===== src/fsor_regs.svh =====
// Register map and timing constants of the floppy status/output registers.
// Assumes a 20 MHz bus clock; included by bare name.
`ifndef FSOR_REGS_SVH
`define FSOR_REGS_SVH

`define FSOR_IDX_SRA 4'h0
`define FSOR_IDX_SRB 4'h1
`define FSOR_IDX_DOR 4'h2
`define FSOR_IDX_CFG 4'h3
`define FSOR_BYTE_ADDR(idx) ({idx, 2'b00})

`define FSOR_DOR_SEL_LSB 0
`define FSOR_DOR_RST_BIT 2
`define FSOR_DOR_DMA_BIT 3
`define FSOR_DOR_MOT_LSB 4
`define FSOR_DOR_RESET 8'h00

`define FSOR_CFG_MFM_BIT 0
`define FSOR_CFG_IDENT_BIT 1
`define FSOR_CFG_FWP_EN_BIT 2
`define FSOR_CFG_FWP_VAL_BIT 3
`define FSOR_CFG_RESET 8'h03

`define FSOR_CLK_MHZ 20
`define FSOR_SRST_NS 100
`define FSOR_SRST_CYC ((`FSOR_SRST_NS * `FSOR_CLK_MHZ + 999) / 1000)

`endif


===== src/fsor_pkg.sv =====
// Types shared by the floppy status/output register block.
// Assumes nothing of its surroundings.
package fsor_pkg;

    typedef enum logic [1:0] {
        fsor_basic = 2'b00,
        fsor_enhanced = 2'b01,
        fsor_compact = 2'b10
    } fsor_mode_t;

endpackage


===== src/fsor_top.sv =====
// Floppy controller status A/B, output register and config, AHB-Lite slave.
// Assumes synchronous drive-side inputs and a single-slave AHB-Lite bus.
`timescale 1ns/100ps
`include "fsor_regs.svh"

module fsor_top #(
    parameter int SRST_CYC = `FSOR_SRST_CYC
) (
    input wire logic hclk, // Bus clock
    input wire logic hresetn, // Async reset, active low
    input wire logic hsel, // Slave select
    input wire logic [31:0] haddr, // Byte address
    input wire logic [1:0] htrans, // Transfer type
    input wire logic hwrite, // Write access
    input wire logic [2:0] hsize, // Transfer size
    input wire logic [31:0] hwdata, // Write data
    input wire logic hready, // Bus ready in
    output logic hreadyout, // Slave ready
    output logic hresp, // Response, always OKAY
    output logic [31:0] hrdata, // Read data
    output logic data_float, // Status read left lines floating
    input wire logic dir_read_pulse, // Input register read strobe
    input wire logic step_out, // Head step output level
    input wire logic head_dir_in, // Head direction, 1 inward
    input wire logic write_protect, // Disk write protect
    input wire logic index_in, // Index pulse
    input wire logic head_side, // Head select, 1 side 1
    input wire logic track_zero, // Track zero
    input wire logic write_gate, // Write gate output level
    input wire logic read_data, // Read data, active high
    input wire logic write_data, // Write data, active high
    input wire logic core_irq, // Interrupt from core
    input wire logic core_drq, // DMA request from core
    input wire logic dack_in_n, // DMA acknowledge pin
    input wire logic tc_in, // Terminal count pin
    output logic dack_core_n, // Gated acknowledge to core
    output logic tc_core, // Gated terminal count to core
    output logic floppy_irq_out, // Interrupt pin level
    output logic floppy_irq_oe_n, // Interrupt pin enable, low drives
    output logic dma_req_out, // DMA request pin level
    output logic dma_req_oe_n, // DMA request enable, low drives
    output logic drive_sel_out_0, // Drive select 0
    output logic drive_sel_out_1, // Drive select 1
    output logic drive_sel_out_2, // Drive select 2
    output logic drive_sel_out_3, // Drive select 3
    output logic motor_out_0, // Motor 0
    output logic motor_out_1, // Motor 1
    output logic motor_out_2, // Motor 2
    output logic motor_out_3, // Motor 3
    output logic pair_sel_0_n, // Two-drive select 0, active low
    output logic pair_sel_1_n, // Two-drive select 1, active low
    output logic pair_motor_0_n, // Two-drive motor 0, active low
    output logic pair_motor_1_n, // Two-drive motor 1, active low
    output logic soft_reset_n // Core reset, active low
);

    // ------------------------------------------------------------
    // Mode decode
    // ------------------------------------------------------------
    function automatic fsor_pkg::fsor_mode_t mode_of(input logic ident, input logic encoding_mode_bit);
        fsor_pkg::fsor_mode_t m;
        m = fsor_pkg::fsor_basic;
        unique case ({ident, encoding_mode_bit})
            2'b11: m = fsor_pkg::fsor_basic;
            2'b01: m = fsor_pkg::fsor_enhanced;
            2'b00: m = fsor_pkg::fsor_compact;
            2'b10: m = fsor_pkg::fsor_basic;
        endcase
        return m;
    endfunction

    logic [7:0] drive_motor_output;
    logic [7:0] cfg;
    fsor_pkg::fsor_mode_t mode;
    logic is_enh;
    logic is_cmp;

    assign mode = mode_of(cfg[`FSOR_CFG_IDENT_BIT], cfg[`FSOR_CFG_MFM_BIT]);
    assign is_enh = (mode == fsor_pkg::fsor_enhanced);
    assign is_cmp = (mode == fsor_pkg::fsor_compact);

    // ------------------------------------------------------------
    // AHB-Lite address phase capture
    // ------------------------------------------------------------
    logic a_valid;
    logic a_write;
    logic [3:0] a_idx;
    logic a_ok;
    logic take;

    assign take = hsel && htrans[1] && hready;
    assign hreadyout = 1'b1;
    assign hresp = 1'b0;

    always_ff @(posedge hclk or negedge hresetn) begin
        if (!hresetn) begin
            a_valid <= 1'b0;
            a_write <= 1'b0;
            a_idx <= 4'h0;
            a_ok <= 1'b0;
        end else begin
            a_valid <= take;
            a_write <= take && hwrite;
            a_idx <= haddr[5:2];
            a_ok <= (haddr[31:6] == 26'h000_0000) && (haddr[1:0] == 2'b00);
        end
    end

    logic wr_dor;
    logic wr_cfg;
    assign wr_dor = a_valid && a_write && a_ok && (a_idx == `FSOR_IDX_DOR);
    assign wr_cfg = a_valid && a_write && a_ok && (a_idx == `FSOR_IDX_CFG);

    // ------------------------------------------------------------
    // Output and config registers
    // ------------------------------------------------------------
    always_ff @(posedge hclk or negedge hresetn) begin
        if (!hresetn) begin
            drive_motor_output <= `FSOR_DOR_RESET;
        end else if (wr_dor) begin
            drive_motor_output <= hwdata[7:0];
        end
    end

    always_ff @(posedge hclk or negedge hresetn) begin
        if (!hresetn) begin
            cfg <= `FSOR_CFG_RESET;
        end else if (wr_cfg) begin
            cfg <= {4'h0, hwdata[3:0]};
        end
    end

    // ------------------------------------------------------------
    // Software reset stretch
    // ------------------------------------------------------------
    logic [7:0] srst_cnt;
    logic srst_act;

    assign srst_act = !drive_motor_output[`FSOR_DOR_RST_BIT] || (srst_cnt != 8'h00);

    always_ff @(posedge hclk or negedge hresetn) begin
        if (!hresetn) begin
            srst_cnt <= 8'h00;
        end else if (!drive_motor_output[`FSOR_DOR_RST_BIT]) begin
            srst_cnt <= 8'(SRST_CYC - 1);
        end else if (srst_cnt != 8'h00) begin
            srst_cnt <= srst_cnt - 8'h01;
        end
    end

    assign soft_reset_n = !srst_act;

    // ------------------------------------------------------------
    // Drive select and motor outputs
    // ------------------------------------------------------------
    logic [3:0] sel_hot;
    logic [3:0] mot;

    assign mot = drive_motor_output[`FSOR_DOR_MOT_LSB +: 4];

    generate
        for (genvar i = 0; i < 4; i++) begin : g_sel
            assign sel_hot[i] = (drive_motor_output[`FSOR_DOR_SEL_LSB +: 2] == 2'(i));
        end
    endgenerate

    assign drive_sel_out_0 = sel_hot[0];
    assign drive_sel_out_1 = sel_hot[1];
    assign drive_sel_out_2 = sel_hot[2];
    assign drive_sel_out_3 = sel_hot[3];
    assign motor_out_0 = mot[0];
    assign motor_out_1 = mot[1];
    assign motor_out_2 = mot[2];
    assign motor_out_3 = mot[3];
    assign pair_sel_0_n = !(sel_hot[0] && mot[0]);
    assign pair_sel_1_n = !(sel_hot[1] && mot[1]);
    assign pair_motor_0_n = !mot[0];
    assign pair_motor_1_n = !mot[1];

    // ------------------------------------------------------------
    // DMA and interrupt pin gating
    // ------------------------------------------------------------
    logic pins_en;

    assign pins_en = is_enh || drive_motor_output[`FSOR_DOR_DMA_BIT];
    assign floppy_irq_out = core_irq;
    assign dma_req_out = core_drq;
    assign floppy_irq_oe_n = !pins_en;
    assign dma_req_oe_n = !pins_en;
    assign dack_core_n = pins_en ? dack_in_n : 1'b1;
    assign tc_core = pins_en ? tc_in : 1'b0;

    // ------------------------------------------------------------
    // Edge detection and latched status
    // ------------------------------------------------------------
    logic step_q;
    logic wg_q;
    logic rd_q;
    logic wd_q;
    logic step_rise;
    logic wg_rise;
    logic rd_fall;
    logic wd_fall;

    always_ff @(posedge hclk or negedge hresetn) begin
        if (!hresetn) begin
            step_q <= 1'b0;
            wg_q <= 1'b0;
            rd_q <= 1'b0;
            wd_q <= 1'b0;
        end else begin
            step_q <= step_out;
            wg_q <= write_gate;
            rd_q <= read_data;
            wd_q <= write_data;
        end
    end

    assign step_rise = step_out && !step_q;
    assign wg_rise = write_gate && !wg_q;
    assign rd_fall = !read_data && rd_q;
    assign wd_fall = !write_data && wd_q;

    logic step_lat;
    logic wg_lat;
    logic rd_lat;
    logic wd_lat;
    logic rd_tog;
    logic wd_tog;

    // Set wins over a clear in the same cycle
    always_ff @(posedge hclk or negedge hresetn) begin
        if (!hresetn) begin
            step_lat <= 1'b0;
        end else if (step_rise) begin
            step_lat <= 1'b1;
        end else if (dir_read_pulse || srst_act) begin
            step_lat <= 1'b0;
        end
    end

    always_ff @(posedge hclk or negedge hresetn) begin
        if (!hresetn) begin
            wg_lat <= 1'b0;
        end else if (wg_rise) begin
            wg_lat <= 1'b1;
        end else if (dir_read_pulse) begin
            wg_lat <= 1'b0;
        end
    end

    always_ff @(posedge hclk or negedge hresetn) begin
        if (!hresetn) begin
            rd_lat <= 1'b0;
            wd_lat <= 1'b0;
        end else begin
            if (rd_fall) begin
                rd_lat <= 1'b1;
            end else if (dir_read_pulse) begin
                rd_lat <= 1'b0;
            end
            if (wd_fall) begin
                wd_lat <= 1'b1;
            end else if (dir_read_pulse) begin
                wd_lat <= 1'b0;
            end
        end
    end

    always_ff @(posedge hclk or negedge hresetn) begin
        if (!hresetn) begin
            rd_tog <= 1'b0;
            wd_tog <= 1'b0;
        end else begin
            if (rd_fall) begin
                rd_tog <= !rd_tog;
            end
            if (wd_fall) begin
                wd_tog <= !wd_tog;
            end
        end
    end

    // ------------------------------------------------------------
    // Status register assembly
    // ------------------------------------------------------------
    logic wp_eff;
    logic [7:0] disk_status_a_compact;
    logic [7:0] disk_status_b_enhanced;

    assign wp_eff = cfg[`FSOR_CFG_FWP_EN_BIT] ? cfg[`FSOR_CFG_FWP_VAL_BIT] : write_protect;

    always_comb begin
        if (is_cmp) begin
            disk_status_a_compact = {core_irq,
                   core_drq,
                   step_lat,
                   track_zero, !head_side, index_in,
                   wp_eff,
                   !head_dir_in};
            disk_status_b_enhanced = {1'b1,
                   !sel_hot[1], !sel_hot[0],
                   wd_lat, rd_lat,
                   wg_lat,
                   !sel_hot[3], !sel_hot[2]};
        end else begin
            disk_status_a_compact = {core_irq,
                   1'b1,
                   step_out,
                   !track_zero, head_side, !index_in, !wp_eff, head_dir_in};
            disk_status_b_enhanced = {2'b11,
                   drive_motor_output[`FSOR_DOR_SEL_LSB],
                   wd_tog, rd_tog,
                   write_gate, mot[1], mot[0]};
        end
    end

    // ------------------------------------------------------------
    // Read data, registered at the address phase
    // ------------------------------------------------------------
    logic [7:0] next_rd;
    logic next_float;
    logic stat_idx;

    always_comb begin
        stat_idx = (haddr[5:2] == `FSOR_IDX_SRA) || (haddr[5:2] == `FSOR_IDX_SRB);
        next_rd = 8'h00;
        if ((haddr[31:6] == 26'h000_0000) && (haddr[1:0] == 2'b00)) begin
            unique case (haddr[5:2])
                `FSOR_IDX_SRA: next_rd = disk_status_a_compact;
                `FSOR_IDX_SRB: next_rd = disk_status_b_enhanced;
                `FSOR_IDX_DOR: next_rd = drive_motor_output;
                `FSOR_IDX_CFG: next_rd = cfg;
                default: next_rd = 8'h00;
            endcase
        end
        next_float = stat_idx && (haddr[31:6] == 26'h000_0000) && (haddr[1:0] == 2'b00) &&
                     (mode == fsor_pkg::fsor_basic);
    end

    always_ff @(posedge hclk or negedge hresetn) begin
        if (!hresetn) begin
            hrdata <= 32'h0000_0000;
            data_float <= 1'b0;
        end else if (take && !hwrite) begin
            hrdata <= next_float ? 32'h0000_0000 : {24'h00_0000, next_rd};
            data_float <= next_float;
        end else begin
            data_float <= 1'b0;
        end
    end

endmodule


===== config.mk =====
export PLATFORM = sky130hd
export DESIGN_NAME = fsor_top
export DESIGN_NICKNAME = d
export VERILOG_FILES = /design/src/fsor_pkg.sv /design/src/fsor_top.sv
export VERILOG_INCLUDE_DIRS = /design/src
export SDC_FILE = /design/constraint.sdc
export NUM_CORES = 1
export LEC_CHECK = 0
export BUFFER_PORTS_ARGS = -buffer_cell sky130_fd_sc_hd__clkbuf_2
export CAP_MARGIN = 20
export CORE_MARGIN = 2
export CORE_UTILIZATION = 43
export DETAILED_ROUTE_END_ITERATION = 12
export PLACE_DENSITY = 0.87
export SKIP_CTS_REPAIR_TIMING = 1
export SLEW_MARGIN = 15
export SYNTH_ARGS = -nofsm -noshare
export SYNTH_HDL_FRONTEND = slang
export SYNTH_SLANG_ARGS = --single-unit

===== constraint.sdc =====
create_clock -name hclk -period 2.35 [get_ports hclk]
set_clock_uncertainty 0.15 [all_clocks]
set_input_delay 0.47 -clock hclk [delete_from_list [all_inputs] [get_ports hclk]]
set_output_delay 0.47 -clock hclk [all_outputs]
set_load 0.05 [all_outputs]

Word level (Yosys, flattened, before mapping). Index checks and enable logic that the tools add are counted.

Register bits: 70. Latch bits: 0. RAM bits: 0. Memory bits (read-only): 0. Bits of input ports: 88. Output and inout bits: 54. Word-level logic and storage cells: 109. Memories kept: 0.

$add $sub $neg: 1. $mul: 0. Divide/modulo/power cells: 0. Magnitude comparators: 0. Equality and inequality tests: 14. Shift operators: 0. Multiplexer cells: 18. Bitwise operators: 0. Reduce and logical (&&, ||, !) cells: 57.

Operators with widths (count): two-way mux 8 bit (4); one-hot mux 8 bit (4 select lines) (1); zero test 26 bit (1); zero test 1 bit (23); logical AND 1 bit (18); == test 4 x 2 -> 1 bit (second input constant) (4); two-way mux 7 bit (2); == test 2 bit (second input constant) (5); two-way mux 1 bit (10); zero test 2 bit (4); nonzero test 2 bit (4); nonzero test 8 bit (1); subtractor 8 x 1 -> 8 bit (second input constant) (1); == test 2 x 1 -> 1 bit (second input constant) (3); one-hot mux 2 bit (3 select lines) (1); == test 4 x 1 -> 1 bit (second input constant) (1); zero test 4 bit (1); logical OR 1 bit (4); inequality test 2 x 1 -> 1 bit (second input constant) (1); OR reduction 2 bit (1).

Longest topological paths before layout. Gate-level depths: netlist of the first run.

Word-level depth: 8. Mapped depth: 6. Mapped depth without buffers: 6.

Worst setup path before layout of the first run. No wires, ideal clock.

Path kind: flip-flop to output port. From: register cfg[1]. To: output tc_core. Arrival time: 2196 ps. Required time: 1730 ps. Slack: -466 ps. Stages on the path, launching flop included: 5. Path buffers: 1. Cells stage by stage: dfstp_2 -> clkbuf_1 -> inv_1 -> a21oi_1 -> nor2b_1.

Cells in the longest elaborated chain, start to end: 6. Elaborated cells on any way between the ends: 9. Those cells by class: 4 x eq/ne; 2 x mux; 3 x reduce/logical.

Ends and longest elaborated chain: start, declared (RTL line fsor_top.sv:73) `logic [7:0] cfg;`; start signal, assigned (RTL line fsor_top.sv:127) `` cfg <= `FSOR_CFG_RESET; ``; start signal, assigned (RTL line fsor_top.sv:129) `cfg <= {4'h0, hwdata[3:0]};`; == test 2 bit (RTL line fsor_top.sv:63) `unique case ({ident, encoding_mode_bit})`; OR reduction 2 bit (no line); one-hot mux 2 bit (3 select lines) (*) (RTL line fsor_top.sv:63); == test 2 x 1 -> 1 bit (*) (RTL line fsor_top.sv:79) `assign is_enh = (mode == fsor_pkg::fsor_enhanced);`; logical OR 1 bit (*) (RTL line fsor_top.sv:185) `` assign pins_en = is_enh || drive_motor_output[`FSOR_DOR_DMA_BIT]; ``; two-way mux 1 bit (*) (RTL line fsor_top.sv:191) `assign tc_core = pins_en ? tc_in : 1'b0;`; end, declared (RTL line fsor_top.sv:37) `output logic tc_core,`.

Every way passes the cells marked *; elsewhere a longest branch is shown, timed or not.

Final worst setup path of the first run.
From: register srst_cnt[2]. To: output soft_reset_n.

Cells in the longest elaborated chain, start to end: 3.

Ends and longest elaborated chain: start, declared (RTL line fsor_top.sv:136) `logic [7:0] srst_cnt;`; start signal, assigned (RTL line fsor_top.sv:145) `srst_cnt <= 8'(SRST_CYC - 1);`; start signal, assigned (RTL line fsor_top.sv:147) `srst_cnt <= srst_cnt - 8'h01;`; nonzero test 8 bit (RTL line fsor_top.sv:139) `` assign srst_act = !drive_motor_output[`FSOR_DOR_RST_BIT] || (srst_cnt != 8'h00); ``; logical OR 1 bit (RTL line fsor_top.sv:139); zero test 1 bit (RTL line fsor_top.sv:151) `assign soft_reset_n = !srst_act;`; end, declared (RTL line fsor_top.sv:54) `output logic soft_reset_n`.

Every way passes these cells.

==> results of run 1 <==
layer usage:
layer	GRT usage, %	share of wire [%]	routed length, µm	up-vias
li1	-	-	-	996
met2	32.5	50	2950	90
met1	24.1	42	2520	991
met4	7.29	1.4	86	0
met5	0	0	0	-
met3	4.78	6.4	378	8
area by class of cell:
type	instances	share of cell area [%]
Sequential cell	46	36.8
Tap cell	72	2.87
Clock buffer	6	2.63
Timing Repair Buffer	95	16.0
Clock inverter	2	1.92
Inverter	16	1.92
Multi-Input combinational cell	176	37.8
registers in the layout, summed over array words and instances (netlist names), 4 cells and up:
name	count
cfg	4
hrdata	8
drive_motor_output	8
srst_cnt	8
a_idx	4
stage by stage:
stage | hold WS [ns] | setup TNS (ns) | cell area (µm²) | utilization [%] | power [µW]
final | 0.0873 | -0.0442 | 3140 | 55.9 | 2050
after floorplan | 0.0244 | -0.0426 | 2650 | - | 1250
after global routing | 0.115 | -0.114 | 3140 | 55.9 | 2130
after global placement | 0.262 | 0 | 2970 | 53.0 | 1320
after detailed placement | 0.287 | 0 | 2970 | 53.0 | 1330
after CTS | 0.107 | -0.152 | 3110 | 55.5 | 2050
power groups by stage:
stage | Clock [µW] | Sequential [µW] | Combinational [µW]
floorplan | 0 | 893 | 355
global placement | 0 | 905 | 414
detailed placement | 0 | 908 | 426
CTS | 727 | 893 | 429
global route | 761 | 897 | 476
finish | 718 | 893 | 440
cell usage in the layout (no fill, tap or decap), drive strengths merged, types with 9 or more instances in the layout:
cell / instances
clkbuf: 92
dfrtp: 44
conb: 26
o21ai: 19
nand2: 18
inv: 15
nor2: 12
mux2: 10
nor4: 10
buf: 9
worst max-delay path by stage:
stage	startpoint	to	slack (ns)	cells after the start
after global routing	srst_cnt[5]$_DFFE_PN0P_	soft_reset_n	-0.11	3
after global placement	srst_cnt[2]$_DFFE_PN0P_	soft_reset_n	0.21	3
after CTS	srst_cnt[2]$_DFFE_PN0P_	soft_reset_n	-0.15	3
final	srst_cnt[2]$_DFFE_PN0P_	soft_reset_n	-0.04	3
after floorplan	cfg[0]$_DFFE_PN1P_	tc_core	-0.04	3
after detailed placement	srst_cnt[2]$_DFFE_PN0P_	soft_reset_n	0.19	3
kinds of logic after synthesis:
family,Yosys count,share of synthesized area (%)
AO/OA/AOI/OAI,44,12.3
XOR/XNOR,8,2.76
adder cells (fa/ha/maj),2,0.986
buffers and inverters,52,12.4
flip-flops,46,45.4
multiplexers,18,8.08
other,2,0.296
AND/OR/NAND/NOR,78,17.7
worst max-delay path, cell delays in order, from the launching register on:
cell and delay (ns):
dfrtp_2 0.45, or4_4 0.58, nor4_4 0.23, buf_6 0.21
==> key figures, run 1 <==
Die
  • Placeable Area: 0.00561 mm²
  • Die Ht: 80.8 µm
  • Die area: 0.00653 mm²
  • Num rows: 27
  • Initial Util: 45.3%
  • Die Wd: 80.8 µm
  • Io pins: 142

Clocking
  • H-tree depth: 2
  • Worst skew pair latency: around 0.30 ns
  • CTS clk-pin slew, worst paths: 0.08 ns
  • Max clock buf depth: 2
  • CTS tree: yes
  • Clk sinks: 46
  • CTS Buf Count: 5
  • CTS root buf: clkbuf_8

Placement
  • Gp weighted congestion: 0.851
  • Pre-CTS WS: 0.186 ns
  • Placed insts: around 400
  • Port buffer count: slightly below 90
  • DPL Wire Length: roughly 4700 µm

Critical path
  • Flop2flop setup slack: 0.37 ns
  • Worst flop-to-flop path startpoint: srst_cnt[0]$_DFFE_PN0P_
  • Worst R2R Path Depth: 7
  • CP Max Fanout: 6
  • Setup crit end kind: primary output
  • CP arrival: 1.77 ns
  • FF-to-FF End: srst_cnt[5]$_DFFE_PN0P_
  • Critical path class: flip-flop to primary output
  • Worst path required time: 1.73 ns
  • Worst Setup Start Kind: flip-flop

Synthesis
  • Largest cells by area after synthesis: dfrtp_1 43%, buf_4 8.6%, mux2_2 4.4%, o21ai_0 3.2%, mux2i_1 2.8%
  • Synth cell count leaders: 44 x dfrtp_1, 29 x buf_4, 18 x nand2_1
  • EDFF count, synth: 0
  • Share of the synthesized area in the top cell type: 43.4%
  • Post-synth top flop: dfrtp_1
  • Count leader, synth: dfrtp_1
  • Cell taking the most area after synthesis: dfrtp_1
  • Post-Syn Instances: 250
  • Yosys cell types: 54
  • Yosys reg bits: 46
  • Synthesized area: 0.00254 mm²
  • Post-synth ARST share: 100%
  • Avg Cell Area, Syn: 10.2 µm²
  • Yosys warns: 0
  • Seq/Total Area, Yosys: between 40% and 50%

Layout
  • Share of cells above drive strength 1: 38.1%
  • Nets: 430
  • Filler cell count in the final layout: around 470
  • Antenna cells: 0
  • Final non-filler cell total: between 400 and 500
  • Multi-input gate area: 0.00119 mm²
  • Sequential cell area: 0.00115 mm²
  • Area growth from synthesis to layout: 23.5%

Drt
  • Per-cell routed wire length: 14.4 µm
  • TritonRoute pass-1 iters: 4
  • Starting DRT DRC Count: 144
  • Routed WL: 5940 µm
  • Routed Antenna Nets: 0
  • DRC: 0
  • Drt via density: approximately 5.0
  • DR vias: 2085

Global route
  • Antenna violations before repair: 0
  • Global-route wire length before repair: roughly 9500 µm
  • Largest net degree at the start of global routing: 33
  • Total grt overflow: 0
  • Total GRT Usage: between 10% and 20%
  • Vias in the first global route: 2029

STA
  • Period utilization: 102%
  • Max-slew violations: 0
  • Worst-margin pin slew: 0.791 ns
  • Unrepaired setup endpoints after global routing: yes
  • Tmin final: 2.39 ns
  • Hold Fails Final Rpt: 0
  • Fmax: 418 MHz
  • Finish-stage setup viols: 1
  • Max-Slew Margin vs Limit: 47.3%
  • Slack of the critical path: -0.0442 ns

Pwr
  • P_leak: roughly 0.0016 µW
  • PD cells: 654 mW/mm²
  • Sw frac: approximately 28%
  • Seq pwr share: 43.5%
  • Clock Power Share: 35.0%
  • Switching power: 579 µW
  • Max VDD drop: slightly above 400 µV
  • Internal power component: 1470 µW
  • Power share of the combinational group: a little over a fifth

Run status
  • Outcome: finished with violations
  • Failing checks: negative setup slack

Job
  • Max-cap viol count: 0

Min path
  • Hold crit path type: input pin to asynchronous set/reset pin
No activity file was read; power rests on OpenSTA's default activity.
==> inputs of run 2 (changes only) <==
--- a/config.mk
+++ b/config.mk
@@ -6,12 +6,13 @@
 export SDC_FILE = /design/constraint.sdc
 export NUM_CORES = 1
 export LEC_CHECK = 0
+export ABC_AREA = 1
 export BUFFER_PORTS_ARGS = -buffer_cell sky130_fd_sc_hd__clkbuf_2
 export CAP_MARGIN = 20
 export CORE_MARGIN = 2
 export CORE_UTILIZATION = 43
 export DETAILED_ROUTE_END_ITERATION = 12
-export PLACE_DENSITY = 0.87
+export PLACE_DENSITY = 0.86
 export SKIP_CTS_REPAIR_TIMING = 1
 export SLEW_MARGIN = 15
 export SYNTH_ARGS = -nofsm -noshare
==> key figures, run 2 <==
Drt
  • DR vias: 2447 (+17%)
  • DRC: 0 (unchanged)
  • Routed Antenna Nets: 0 (unchanged)
  • Per-cell routed wire length: 11.7 µm (-19%)
  • Routed WL: 6010 µm (+1.2%)
  • Drt via density: 4.77 (-5.5%)
  • Starting DRT DRC Count: 103 (-28%)
  • TritonRoute pass-1 iters: 4 (unchanged)

Die
  • Die area: 0.00689 mm² (+5.4%)
  • Io pins: 142 (unchanged)
  • Placeable Area: 0.00599 mm² (+6.8%)
  • Initial Util: 44.8% (-0.49 points)
  • Num rows: 28 (+3.7%)
  • Die Ht: 83.0 µm (+2.7%)
  • Die Wd: 83.0 µm (+2.7%)

Placement
  • Port buffer count: 87 (unchanged)
  • Gp weighted congestion: 0.914 (+7.3%)
  • DP Area: 0.00308 mm² (+3.7%)
  • Pre-CTS WS: 0.235 ns (+0.0489 ns)
  • DPL Wire Length: 4750 µm (+1.9%)
  • Placed insts: 505 (+25%)

Synthesis
  • Yosys warns: 0 (unchanged)
  • Largest cells by area after synthesis: dfrtp_1 41%, nand2_1 12%, buf_4 8.4%, nand3_1 6.9%, inv_1 6.4%
  • Yosys cell types: 34 (-37%)
  • Post-synth top flop: dfrtp_1
  • Share of the synthesized area in the top cell type: 41.0% (-2.3 points)
  • Synth cell count leaders: 86 x nand2_1, 46 x inv_1, 44 x dfrtp_1
  • Seq/Total Area, Yosys: 43.0% (-2.4 points)
  • Count leader, synth: nand2_1
  • Avg Cell Area, Syn: 7.69 µm² (-24%)
  • Yosys reg bits: 46 (unchanged)
  • Synthesized area: 0.00268 mm² (+5.7%)
  • Post-synth ARST share: 100% (unchanged)
  • EDFF count, synth: 0 (unchanged)
  • Cell taking the most area after synthesis: dfrtp_1
  • Post-Syn Instances: 349 (+40%)

Critical path
  • CP Max Fanout: 6 (unchanged)
  • Critical path class: flip-flop to primary output
  • CP arrival: 1.66 ns (-0.11 ns)
  • Setup crit end kind: primary output
  • Worst path required time: 1.73 ns (about the same)
  • Worst Setup Start Kind: flip-flop

Pwr
  • Seq pwr share: 52.4% (+8.9 points)
  • PD cells: 503 mW/mm² (-23%)
  • Power share of the combinational group: 19.0% (-2.4 points)
  • Sw frac: 30.5% (+2.3 points)
  • Total Power: 1600 µW (-22%)
  • Switching power: 487 µW (-16%)
  • Internal power component: 1110 µW (-25%)
  • P_leak: 0.00187 µW (+15%)
  • Max VDD drop: 331 µV (-18%)
  • Clock Power Share: 28.6% (-6.4 points)

Clocking
  • Clk sinks: 46 (unchanged)
  • CTS tree: yes
  • Max clock buf depth: 2 (unchanged)
  • CTS root buf: clkbuf_8
  • CTS Buf Count: 5 (unchanged)
  • CTS clk-pin slew, worst paths: 0.08 ns (about the same)
  • H-tree depth: 2 (unchanged)
  • Worst skew pair latency: 0.30 ns (about the same)

STA
  • Max-slew violations: 0 (unchanged)
  • Slack of the critical path: 0.0657 ns (+0.110 ns)
  • Worst-margin pin slew: 0.572 ns (-0.219 ns)
  • Setup TNS: 0 ns (+0.0442 ns)
  • Tmin final: 2.28 ns (-0.110 ns)
  • Max-Slew Margin vs Limit: 61.9% (+15 points)
  • Hold Fails Final Rpt: 0 (unchanged)
  • Period utilization: 97.2% (-4.7 points)
  • Fmax: 438 MHz (+4.8%)
  • Finish-stage setup viols: 0 (-1)

Job
  • Max-cap viol count: 0 (unchanged)

Global route
  • Total GRT Usage: 17.9% (-1.5 points)
  • Largest net degree at the start of global routing: 47 (+42%)
  • Total grt overflow: 0 (unchanged)
  • Vias in the first global route: 2282 (+12%)
  • Antenna violations before repair: 0 (unchanged)
  • Global-route wire length before repair: 10200 µm (+6.5%)

Layout
  • Area growth from synthesis to layout: 18.4%
  • Fin area: 0.00318 mm² (+1.3%)
  • Nets: 528 (+23%)
  • Share of cells above drive strength 1: 28.3% (-9.8 points)
  • Antenna cells: 0 (unchanged)
  • Regs by FF count: drive_motor_output x8, hrdata x8, srst_cnt x8
  • Filler cell count in the final layout: 563 (+19%)
  • Most frequent cells in the layout: 86 x nand2_1, 86 x clkbuf_2, 46 x inv_1
  • Final non-filler cell total: 513 (+24%)

Min path
  • Hold crit path type: input pin to asynchronous set/reset pin

Run status
  • Outcome: finished, final reports clean
[run 2: cell count changes in the layout (fill, tap and decap cells not counted), sizes merged, moves of 8 or more]
cell	previous run	this run
nand2	18	92
nand3	1	40
inv	15	49
nor2	12	38
mux2	10	0
nor4	10	2
[run 2: critical path, cell delays in order (launching register included)]
cell	delay, ns
dfrtp_1	0.39
inv_1	0.09
ha_1	0.17
nand3_2	0.11
nor3_4	0.20
nand2_2	0.11
inv_1	0.12
buf_6	0.17
[run 2: final timing paths]
path / startpoint / to / slack [ns] / depth (start not counted)
max: srst_cnt[1]$_DFFE_PN0P_ / soft_reset_n / 0.07 / 7
max reg2reg: cfg[1]$_DFFE_PN1P_ / hrdata[1]$_DFFE_PN0P_ / 0.78 / 7
min: hresetn / srst_cnt[5]$_DFFE_PN0P_ / 0.10 / 2
max in group asynchronous: hresetn / rd_tog$_DFFE_PN0P_ / 1.57 / 2
min in group hclk: read_data / rd_q$_DFF_PN0_ / 0.14 / 1
min reg2reg: wg_q$_DFF_PN0_ / wg_lat$_DFFE_PN0P_ / 0.30 / 1
[run 2: area by class of cell]
cell class,instances,area [µm²],area share (%)
tap,75,93.8,2.95
clock buffer,7,76.3,2.40
timing repair buffer,90,464,14.6
multi-input combinational,245,1200,37.8
inverter,50,189,5.95
sequential,46,1150,36.3
[run 2: stage by stage]
step / utilization [%] / hold slack (ns)
after detailed placement: 51.4 / 0.289
after global routing: 53.0 / 0.141
after CTS: 52.7 / 0.118
after global placement: 51.4 / 0.270
after floorplan: - / 0.0244
final: 53.0 / 0.101
[run 2: per-layer routing]
layer  vias to the layer above  wire [µm]  global-route usage, %
met1                      1115       2590                   23.0
li1                       1216          -                      -
met3                        11        364                   3.58
met2                       105       2960                   30.9
met4                         0         88                   4.02
met5                         -          0                      0
[run 2: power by group through the flow]
stage	Sequential [µW]	Combinational [µW]	Clock [µW]
after floorplan	856	238	0
after global placement	851	297	0
after detailed placement	852	304	0
after CTS	836	305	463
after global routing	840	333	503
final	836	303	457
[run 2: kinds of logic after synthesis]
family	Yosys count	synth area share [%]
AO/OA/AOI/OAI	28	5.32
XOR/XNOR	4	1.31
other	2	0.280
AND/OR/NAND/NOR	185	33.1
adder cells (fa/ha/maj)	2	0.933
flip-flops	46	43.0
buffers and inverters	82	16.0
